### src/verilog/ism_consts.vh
// Constants for the single-master two-wire bus interface: register indices,
// field positions, reset values and divider figures.
// Assumes inclusion by ism_top.v only; holds definitions and nothing else.
//
// Functional notes
// - Event flag rises on any event; cleared by error-register read or clearing sequence.
// - Events are byte finished, start sent, acknowledge failure, address acknowledged.
// - Direction flag shows 1 for sent, 0 for received byte; clears with byte-finished.
// - Byte-finished rises after each good byte, with interrupt when enabled.
// - Sent byte finishes after acknowledge pulse; cleared by status read then data write.
// - Received byte finishes after acknowledge pulse; cleared by status read then data read.
// - Clock line is held low while byte-finished stays set, until a stop or repeated start is generated.
// - Master flag rises on start write; clears after stop or when disabled.
// - Start-generated flag rises after start; cleared by status read then address write.
// - Disabling the interface clears every status flag.
// - Acknowledge failure rises on missing acknowledge; cleared by error read or disable.
// - Clock line is released while acknowledge failure is set, until a start or stop is requested.
// - Speed select and divider survive disable; only reset or a write change them.
// - Bus clock is CPU clock over 2(N+2) standard or 3(N+2) fast.
// - In transmit mode a data write starts the next byte.
// - First received byte starts after status read then control write; later ones after each data read.
// - Reserved status bits always read zero.
// - All registers reset to zero.
// - Start bit makes a start when bus free, or repeated start as master.
// - Stop bit makes a stop after the current byte or start.
// - Acknowledge enable decides whether received bytes are acknowledged.
`ifndef ISM_CONSTS_VH
`define ISM_CONSTS_VH

// Register indices; byte address is four times the index
`define ISM_IDX_CR 8'h40
`define ISM_IDX_SR1 8'h41
`define ISM_IDX_SR2 8'h42
`define ISM_IDX_CCR 8'h43
`define ISM_IDX_DR 8'h46

`define ISM_RST_VAL 8'h00

// Control register fields
`define ISM_CR_PE 5
`define ISM_CR_START 3
`define ISM_CR_ACK 2
`define ISM_CR_STOP 1
`define ISM_CR_ITE 0

// Main status fields
`define ISM_SR1_EVF 7
`define ISM_SR1_TRA 5
`define ISM_SR1_BTF 3
`define ISM_SR1_MIDL 1
`define ISM_SR1_SB 0

// Error status field
`define ISM_SR2_AF 4

// Clock control fields
`define ISM_CCR_FM 7
`define ISM_DIV_W 7

// Divider figures: period is MUL x (N + OFS) CPU cycles
`define ISM_DIV_OFS 9'h002
`define ISM_STD_MUL 2
`define ISM_FAST_MUL 3

`endif

### src/verilog/ism_top.v
// Single-master two-wire bus interface: registers, status flags, bus clock
// divider and the byte engine that drives the open-drain clock and data pins.
// Assumes an Avalon-MM master with 32-bit data and pins that are pulled up.
//
// Decided for this implementation: register access over Avalon-MM.
`include "ism_consts.vh"

module ism_top #(
    parameter DIV_W = `ISM_DIV_W
) (
    input wire clock_i,
    input wire nrst_i,
    input wire ce_i,
    input wire [9:0] address_i,
    input wire read_i,
    input wire write_i,
    input wire [31:0] writedata_i,
    input wire [3:0] byteenable_i,
    output reg [31:0] readdata_o,
    output wire waitrequest_o,
    output wire irq_o,
    input wire scl_i,
    output wire scl_o,
    output wire scl_oe_o,
    input wire sda_i,
    output wire sda_o,
    output wire sda_oe_o
);

    localparam [3:0] S_IDLE = 4'h0;
    localparam [3:0] S_RS = 4'h1;
    localparam [3:0] S_STA = 4'h2;
    localparam [3:0] S_STB = 4'h3;
    localparam [3:0] S_LOW = 4'h4;
    localparam [3:0] S_HIGH = 4'h5;
    localparam [3:0] S_HOLD = 4'h6;
    localparam [3:0] S_ERR = 4'h7;
    localparam [3:0] S_SPA = 4'h8;
    localparam [3:0] S_SPB = 4'h9;
    localparam [3:0] S_SPC = 4'ha;

    // Cycles minus one for one step; fast low phase is twice as long
    function [8:0] step_cnt;
        input fm;
        input low;
        input [DIV_W-1:0] n;
        reg [8:0] base;
        begin
            base = {{(9-DIV_W){1'b0}}, n} + `ISM_DIV_OFS;
            if (fm && low) begin
                step_cnt = {base[7:0], 1'b0} - 9'h001;
            end else begin
                step_cnt = base - 9'h001;
            end
        end
    endfunction

    reg rst_m_r, rst_n_r;
    reg scl_m_r, scl_s_r, sda_m_r, sda_s_r;
    reg ack_r;
    reg pe_r, start_r, acken_r, stop_r, ite_r, fm_r;
    reg [DIV_W-1:0] div_r;
    reg [7:0] dr_r;
    reg tra_r, btf_r, master_r, sb_r, af_r, addr_ev_r;
    reg sr1_rd_r, rx_mode_r, go_r, tx_r, addr_r, hold_sda_r, sda_oe_r;
    reg [3:0] st_r;
    reg [8:0] cnt_r;
    reg [3:0] bit_r;
    reg [7:0] shift_r;
    reg [7:0] rd_val;

    wire [7:0] idx = address_i[9:2];
    wire rd_acc = read_i & ack_r;
    wire wr_acc = write_i & ack_r & byteenable_i[0];
    wire [7:0] wd = writedata_i[7:0];
    wire cnt_zero = (cnt_r == 9'h000);
    wire in_hold = (st_r == S_HOLD);
    wire event_flag = sb_r | btf_r | af_r | addr_ev_r;
    wire [8:0] lo_len = step_cnt(fm_r, 1'b1, div_r);
    wire [8:0] hi_len = step_cnt(fm_r, 1'b0, div_r);
    wire tx_bit_low = (bit_r != 4'h8) & ~shift_r[7];
    wire rx_ack_low = (bit_r == 4'h8) & acken_r;
    wire bit_low = tx_r ? tx_bit_low : rx_ack_low;
    wire hi_wait = (st_r == S_HIGH) & ~scl_s_r & (cnt_r + 9'h002 <= hi_len);
    wire sda_low = (st_r == S_STB) | (st_r == S_SPA) | (st_r == S_SPB) |
                   (in_hold & hold_sda_r) |
                   (((st_r == S_LOW) | (st_r == S_HIGH)) & bit_low);

    // Reset release through two flip-flops
    always @(posedge clock_i or negedge nrst_i) begin
        if (!nrst_i) begin
            rst_m_r <= 1'b0;
            rst_n_r <= 1'b0;
        end else begin
            rst_m_r <= 1'b1;
            rst_n_r <= rst_m_r;
        end
    end

    // Bus pin synchronisers
    always @(posedge clock_i or negedge rst_n_r) begin
        if (!rst_n_r) begin
            scl_m_r <= 1'b1;
            scl_s_r <= 1'b1;
            sda_m_r <= 1'b1;
            sda_s_r <= 1'b1;
        end else if (ce_i) begin
            scl_m_r <= scl_i;
            scl_s_r <= scl_m_r;
            sda_m_r <= sda_i;
            sda_s_r <= sda_m_r;
        end
    end

    // Register read mux
    always @* begin
        case (idx)
            `ISM_IDX_CR: begin
                rd_val = {2'b00, pe_r, 1'b0, start_r, acken_r, stop_r, ite_r};
            end
            `ISM_IDX_SR1: begin
                rd_val = {event_flag, 1'b0, tra_r, 1'b0, btf_r, 1'b0, master_r, sb_r};
            end
            `ISM_IDX_SR2: begin
                rd_val = {3'b000, af_r, 4'h0};
            end
            `ISM_IDX_CCR: begin
                rd_val = {fm_r, div_r};
            end
            `ISM_IDX_DR: begin
                rd_val = dr_r;
            end
            default: begin
                rd_val = 8'h00;
            end
        endcase
    end

    // One wait state per access; read data captured in the waiting cycle
    assign waitrequest_o = (read_i | write_i) & ~ack_r;

    always @(posedge clock_i or negedge rst_n_r) begin
        if (!rst_n_r) begin
            ack_r <= 1'b0;
            readdata_o <= 32'h0000_0000;
        end else if (ce_i) begin
            ack_r <= (read_i | write_i) & ~ack_r;
            if (read_i && !ack_r) begin
                readdata_o <= {24'h00_0000, rd_val};
            end
        end
    end

    // Registers, flags and byte engine
    always @(posedge clock_i or negedge rst_n_r) begin
        if (!rst_n_r) begin
            pe_r <= 1'b0;
            start_r <= 1'b0;
            acken_r <= 1'b0;
            stop_r <= 1'b0;
            ite_r <= 1'b0;
            fm_r <= 1'b0;
            div_r <= {DIV_W{1'b0}};
            dr_r <= `ISM_RST_VAL;
            tra_r <= 1'b0;
            btf_r <= 1'b0;
            master_r <= 1'b0;
            sb_r <= 1'b0;
            af_r <= 1'b0;
            addr_ev_r <= 1'b0;
            sr1_rd_r <= 1'b0;
            rx_mode_r <= 1'b0;
            go_r <= 1'b0;
            tx_r <= 1'b0;
            addr_r <= 1'b0;
            hold_sda_r <= 1'b0;
            st_r <= S_IDLE;
            sda_oe_r <= 1'b0;
            cnt_r <= 9'h000;
            bit_r <= 4'h0;
            shift_r <= 8'h00;
        end else if (ce_i) begin
            // Software accesses
            if (wr_acc && idx == `ISM_IDX_CR) begin
                sr1_rd_r <= 1'b0;
                if (!pe_r) begin
                    pe_r <= wd[`ISM_CR_PE];
                end else begin
                    pe_r <= wd[`ISM_CR_PE];
                    start_r <= wd[`ISM_CR_START];
                    acken_r <= wd[`ISM_CR_ACK];
                    stop_r <= wd[`ISM_CR_STOP];
                    ite_r <= wd[`ISM_CR_ITE];
                    if (wd[`ISM_CR_START]) begin
                        master_r <= 1'b1;
                    end
                    if (sr1_rd_r && addr_ev_r) begin
                        addr_ev_r <= 1'b0;
                        if (rx_mode_r) begin
                            go_r <= 1'b1;
                            tx_r <= 1'b0;
                            addr_r <= 1'b0;
                        end
                    end
                end
            end
            if (wr_acc && idx == `ISM_IDX_CCR) begin
                fm_r <= wd[`ISM_CCR_FM];
                div_r <= wd[DIV_W-1:0];
            end
            if (wr_acc && idx == `ISM_IDX_DR) begin
                dr_r <= wd;
                sr1_rd_r <= 1'b0;
                if (in_hold && sb_r && sr1_rd_r) begin
                    sb_r <= 1'b0;
                    shift_r <= wd;
                    rx_mode_r <= wd[0];
                    tx_r <= 1'b1;
                    addr_r <= 1'b1;
                    go_r <= 1'b1;
                end else if (in_hold && !sb_r && !addr_ev_r && !rx_mode_r &&
                             (!btf_r || sr1_rd_r)) begin
                    btf_r <= 1'b0;
                    tra_r <= 1'b0;
                    shift_r <= wd;
                    tx_r <= 1'b1;
                    addr_r <= 1'b0;
                    go_r <= 1'b1;
                end
            end
            if (rd_acc && idx == `ISM_IDX_DR) begin
                sr1_rd_r <= 1'b0;
                if (sr1_rd_r && btf_r && rx_mode_r) begin
                    btf_r <= 1'b0;
                    tra_r <= 1'b0;
                    tx_r <= 1'b0;
                    addr_r <= 1'b0;
                    go_r <= 1'b1;
                end
            end
            if (rd_acc && idx == `ISM_IDX_SR1) begin
                sr1_rd_r <= 1'b1;
            end
            if (rd_acc && idx == `ISM_IDX_SR2) begin
                af_r <= 1'b0;
            end

            // Step counter; high phase covers the sync delay, then waits on a stretch
            if (!cnt_zero && !hi_wait) begin
                cnt_r <= cnt_r - 9'h001;
            end
            sda_oe_r <= sda_low; // Data moves a cycle after the clock falls

            // Byte engine
            case (st_r)
                S_IDLE: begin
                    if (start_r && pe_r) begin
                        st_r <= S_STA;
                        cnt_r <= hi_len;
                    end
                end
                S_RS: begin
                    if (cnt_zero) begin
                        st_r <= S_STA;
                        cnt_r <= hi_len;
                    end
                end
                S_STA: begin
                    if (!scl_s_r || !sda_s_r) begin
                        cnt_r <= hi_len;
                    end else if (cnt_zero) begin
                        st_r <= S_STB;
                        cnt_r <= hi_len;
                    end
                end
                S_STB: begin
                    if (cnt_zero) begin
                        st_r <= S_HOLD;
                        go_r <= 1'b0; // No stale byte request after a start
                        hold_sda_r <= 1'b1;
                        start_r <= 1'b0;
                        sb_r <= 1'b1;
                    end
                end
                S_HOLD: begin
                    if (start_r) begin
                        st_r <= S_RS;
                        cnt_r <= lo_len;
                        go_r <= 1'b0;
                    end else if (stop_r) begin
                        st_r <= S_SPA;
                        cnt_r <= lo_len;
                        go_r <= 1'b0;
                    end else if (go_r) begin
                        st_r <= S_LOW;
                        cnt_r <= lo_len;
                        bit_r <= 4'h0;
                        hold_sda_r <= 1'b0;
                        go_r <= 1'b0;
                    end
                end
                S_LOW: begin
                    if (cnt_zero) begin
                        st_r <= S_HIGH;
                        cnt_r <= hi_len;
                    end
                end
                S_HIGH: begin
                    if (cnt_zero && scl_s_r) begin
                        if (bit_r != 4'h8) begin
                            shift_r <= {shift_r[6:0], sda_s_r};
                            bit_r <= bit_r + 4'h1;
                            st_r <= S_LOW;
                            cnt_r <= lo_len;
                        end else if (tx_r && sda_s_r) begin
                            af_r <= 1'b1;
                            st_r <= S_ERR;
                        end else if (addr_r) begin
                            addr_ev_r <= 1'b1;
                            st_r <= S_HOLD;
                        end else begin
                            btf_r <= 1'b1;
                            tra_r <= tx_r;
                            if (!tx_r) begin
                                dr_r <= shift_r;
                            end
                            st_r <= S_HOLD;
                        end
                    end
                end
                S_ERR: begin
                    if (start_r) begin
                        st_r <= S_STA;
                        cnt_r <= hi_len;
                    end else if (stop_r) begin
                        st_r <= S_SPA;
                        cnt_r <= lo_len;
                    end
                end
                S_SPA: begin
                    if (cnt_zero) begin
                        st_r <= S_SPB;
                        cnt_r <= hi_len;
                    end
                end
                S_SPB: begin
                    if (!scl_s_r) begin
                        cnt_r <= hi_len;
                    end else if (cnt_zero) begin
                        st_r <= S_SPC;
                        cnt_r <= hi_len;
                    end
                end
                S_SPC: begin
                    if (cnt_zero) begin
                        st_r <= S_IDLE;
                        stop_r <= 1'b0;
                        master_r <= 1'b0;
                    end
                end
                default: begin
                    st_r <= S_IDLE;
                end
            endcase

            // Disabled interface: flags, control bits and engine forced idle
            if (!pe_r) begin
                start_r <= 1'b0;
                acken_r <= 1'b0;
                stop_r <= 1'b0;
                ite_r <= 1'b0;
                tra_r <= 1'b0;
                btf_r <= 1'b0;
                sb_r <= 1'b0;
                af_r <= 1'b0;
                addr_ev_r <= 1'b0;
                master_r <= 1'b0;
                sr1_rd_r <= 1'b0;
                go_r <= 1'b0;
                hold_sda_r <= 1'b0;
                st_r <= S_IDLE;
            end
        end
    end

    // Open-drain pins: enable pulls the line low
    assign scl_o = 1'b0;
    assign sda_o = 1'b0;
    assign scl_oe_o = pe_r & ((st_r == S_RS) | (st_r == S_LOW) | (st_r == S_SPA) |
                      in_hold);
    assign sda_oe_o = pe_r & sda_oe_r;

    // Merged interrupt request
    assign irq_o = ite_r & (btf_r | sb_r | af_r);

endmodule

### config.mk
export PLATFORM = sky130hd
export DESIGN_NAME = ism_top
export DESIGN_NICKNAME = d
export VERILOG_FILES = /design/src/verilog/ism_top.v
export VERILOG_INCLUDE_DIRS = /design/src /design/src/verilog
export SDC_FILE = /design/constraint.sdc
export NUM_CORES = 1
export LEC_CHECK = 0
export CAP_MARGIN = 10
export CELL_PAD_IN_SITES_DETAIL_PLACEMENT = 0
export CELL_PAD_IN_SITES_GLOBAL_PLACEMENT = 1
export CORE_AREA = 2 2 112 114
export CTS_BUF_LIST = sky130_fd_sc_hd__clkbuf_16
export DETAILED_ROUTE_END_ITERATION = 6
export DIE_AREA = 0 0 114 116
export DONT_BUFFER_PORTS = 1
export HOLD_SLACK_MARGIN = 0.1
export PLACE_DENSITY_LB_ADDON = 0.05
export SETUP_SLACK_MARGIN = 0.1
export SLEW_MARGIN = 20
export SYNTH_ARGS = -nofsm -noshare
export SYNTH_HDL_FRONTEND = slang
export SYNTH_SLANG_ARGS = --single-unit
### constraint.sdc
create_clock -name clock_i -period 4.29 [get_ports clock_i]
set_input_delay 1.0725 -clock clock_i [delete_from_list [all_inputs] [get_ports clock_i]]
set_output_delay 1.0725 -clock clock_i [all_outputs]
set_load 0.03 [all_outputs]
==> metrics.md <==
| Metric | Value |
|---|---|
| Clk_lat worst skew | roughly 0.35 ns |
| Worst Setup SP | div_r[1] |
| Crit path cell chain | ha_1 -> or4b_4 -> o22ai_2 -> a22oi_2 -> xor2_1 -> ha_1 -> nand4_1 -> or4_4 -> o31ai_4 -> nor2_2 -> mux2_4 -> o221a_1 -> a221oi_1 |
| Slew Viols, Final | 0 |
| Post-CTS Hold Fix Bufs | 0 |
| Max VDD drop | around 290 µV |
| Vias per inst | about 6.6 |
| RSZ-0062 raised after global routing | true |
| Fmax | 0.2444 GHz |
| Hold wc startpoint | rst_m_r |
| Synth async-reset ratio | 100.0% |
| GRT Residual Overflow | 0 |
| ANT cells | 0 |
| WL final | 18.80 mm |
| Die height | between 100 and 150 µm |
| CTS tree | yes |
| EDFF count, synth | 0 |
| CP required | 4.53 ns |
| Slowest-stage cell, CP | or4b_4 |
| Gate Count Post-Synth | between 700 and 800 |
| Final setup fails | 0 |
| Reg-to-Reg Start | div_r[1] |
| Clock slew at reported path FFs | 0.06 ns |
| Drt initial violations | 652 |
| Lkg Pwr | approximately 2.6 nW |
| Synth area leader | dfrtp_1 |
| I/O pin count | slightly above 90 |
| Crit-path most repeated cell | ha_1 |
| Pin count of the biggest net entering global routing | between 70 and 80 |
| Pwr/cell area | 494.5 mW/mm² |
| H-tree levels | 3 |
| Slowest stage delay, CP | approximately 0.57 ns |
| Startpoint Class | flop |
| Most frequent cell after synthesis | dfrtp_1 |
| Non-filler cells, final | just under 900 |
| Fin. Hold Viols | 0 |
| Commonest cells post-synth | dfrtp_1 (70), nand2_1 (66), a21oi_1 (65) |
| Yosys cell types | 88 |
| Top fanout value on the critical path | 7 |
| Post-Syn Area | approximately 0.006 mm² |
| Register bit count reported by yosys | 74 |
| Routability cong. | between 0.9 and 1 |
| Mean Syn Cell Area | a little over 8 µm² |
| Vias | approximately 6000 |
| Drc violations | 0 |
| Synth area leaders | dfrtp_1 (28%), a21oi_1 (5.3%), nand2_1 (4.0%), ha_1 (3.6%), nor2_1 (3.6%) |
| Setup TNS | 0 ns |
| Yosys warnings | 0 |
| Routed len/inst | 21.03 µm |
| Max Cap Violations | 0 |
| Clock Skews | between 0.005 and 0.006 ns |
| Die X | between 100 and 150 µm |
| Drt pass-1 iters | 6 |
| Clock Path Buffers | 2 |
| Status | finished clean |
| Cells after DPL | a little under 900 |
| Final min period | ~4.1 ns |
| Clock sinks | 74 |
| Sequential area share after synthesis | roughly 30% |
| Worst slew pin tran | 0.9536 ns |
| Worst Setup End Kind | flop |
| Die footprint | 0.01322 mm² |
| Main synth FF type | dfrtp_1 |
| Buffers on Ports | 0 |
| Vias in the first global route | about 5400 |
| Global Route Usage Sum | slightly below 30% |
| WP buf/inv | 0 |
| CTS Buf Count | 9 |
| Final antenna-violating net count | 0 |
| Post-DP HPWL | 13.50 mm |
| Area grow syn2layout | 5.775% |
| Crit Path Category | reg -> reg |
| Fin crit share | between 90% and 100% |
| Nets@finish | about 810 |
| Worst EP arrival | 4.33 ns |
| Hold Path Class | reg -> reg |
| Worst slew margin | a little over a third |
| Starting density of the core | between 50% and 60% |
| FP Rows | 40 |
| Layout cells sized above 1 | a little over a tenth |
| Core ar. | around 0.012 mm² |
| Initial antenna violation count | 0 |
| CTS Root Cell | clkbuf_16 |
| First-pass GRT wire length | around 30 mm |
| CP delay by family, top | simple AND/OR/NAND/NOR gates |
| Area share of the largest cell type after synthesis | between 20% and 30% |
| Total power | around 0.0032 W |
[flip-flops by register name, indices dropped and copies added, names as in the netlist, 4 cells and up]
register,cells
bit_r,4
st_r,4
cnt_r,9
shift_r,8
div_r,7
dr_r,8
readdata_o,8
[what timing repair did]
action	CTS	global route
pin swaps	1	3
endpoints found under the setup margin	2	8
buffers inserted	2	1
endpoints found under the hold margin	0	0
gates cloned	0	0
gates resized for setup	0	9
[report_power, final]
group / internal [W] / switching (W)
registers: 0.000781 / 0.000232
logic: 0.000600 / 0.000864
clock network: 0.000443 / 0.000310
[metal layers]
layer / up-vias / routed length [µm] / track usage (%)
li1: 2770 / - / -
met1: 2846 / 8226 / 39.65
met2: 275 / 8506 / 44.21
met3: 42 / 1489 / 5.649
met4: 0 / 576 / 13.33
met5: - / 0 / 0
[layout make-up]
| type | count | area (µm²) |
|---|---|---|
| inverters | 26 | 97.59 |
| clock inverters | 7 | 61.31 |
| clock buffers | 9 | 225.2 |
| repair buffers | 21 | 157.7 |
| fillers | 1099 | 5380 |
| multi-input cells | 610 | 3945 |
| well taps | 147 | 183.9 |
| flip-flops and latches | 74 | 1861 |
[path summary, 6_finish.rpt]
kind | end | cells after the start | slack (ns)
setup / recovery | cnt_r[4] | 13 | 0.20
hold / removal | rst_n_r | 0 | 0.36
setup reg to reg | cnt_r[4] | 13 | 0.20
hold reg to reg | rst_n_r | 0 | 0.36
max in group asynchronous | shift_r[1] | 0 | 3.20
min in group asynchronous | rst_n_r | 0 | 0.41
[worst reg2reg max path, delay by kind of cell, from the launching register on]
kind	cells	cell delay (ns)
multiplexers	1	0.31
flip-flops	1	0.37
adder cells (fa/ha/maj)	2	0.69
XOR/XNOR	1	0.22
AO/OA/AOI/OAI	5	0.98
AND/OR/NAND/NOR	4	1.41
[stage by stage]
stage	hold WS [ns]	utilization (%)	worst slack [ns]	instance area, µm²
CTS	0.3600	54.41	0.1257	6481
floorplan	0.3312	-	0.4128	6269
global route	0.3704	54.83	0.07619	6531
detailed placement	0.3365	51.88	0.01445	6180
finish	0.3565	54.83	0.1983	6531
global placement	0.3441	51.88	0.1373	6180
[kinds of logic after synthesis]
logic type      after synthesis  share of synthesized area (%)
compound gates              262                          28.77
simple gates                261                          22.25
buf+inv                     103                          8.247
flops                        74                          30.07
mux                          25                          4.478
fa+ha+maj                    18                          3.647
xor+xnor                     17                          2.411
other cells                   2                         0.1216
[cell usage in the layout, fill, tap and decap left out, drive strengths merged, types with 5 or more instances in the layout]
master / Yosys / routed
nand4: 10 / 10
and3: 7 / 7
or2: 8 / 8
inv: 24 / 25
nor3: 19 / 19
o22ai: 26 / 26
xor2: 5 / 5
nand2: 66 / 66
clkinv: 2 / 6
o31ai: 9 / 9
or3: 7 / 7
nand3: 25 / 25
o21ai: 41 / 41
clkbuf: 35 / 9
a221oi: 7 / 7
nand3b: 8 / 8
a21o: 7 / 7
a22oi: 19 / 19
o21a: 7 / 7
mux2: 18 / 18
a21oi: 66 / 66
mux2i: 7 / 7
conb: 2 / 27
o221ai: 5 / 5
nor2: 61 / 61
nor4: 5 / 5
a31oi: 10 / 10
a22o: 10 / 10
o2bb2ai: 6 / 6
dfrtp: 70 / 70
buf: 42 / 21
xnor2: 12 / 12
ha: 18 / 18
a211oi: 10 / 10
and2: 9 / 9
nor2b: 10 / 10
Note: power is estimated with default switching activity, not from simulation.
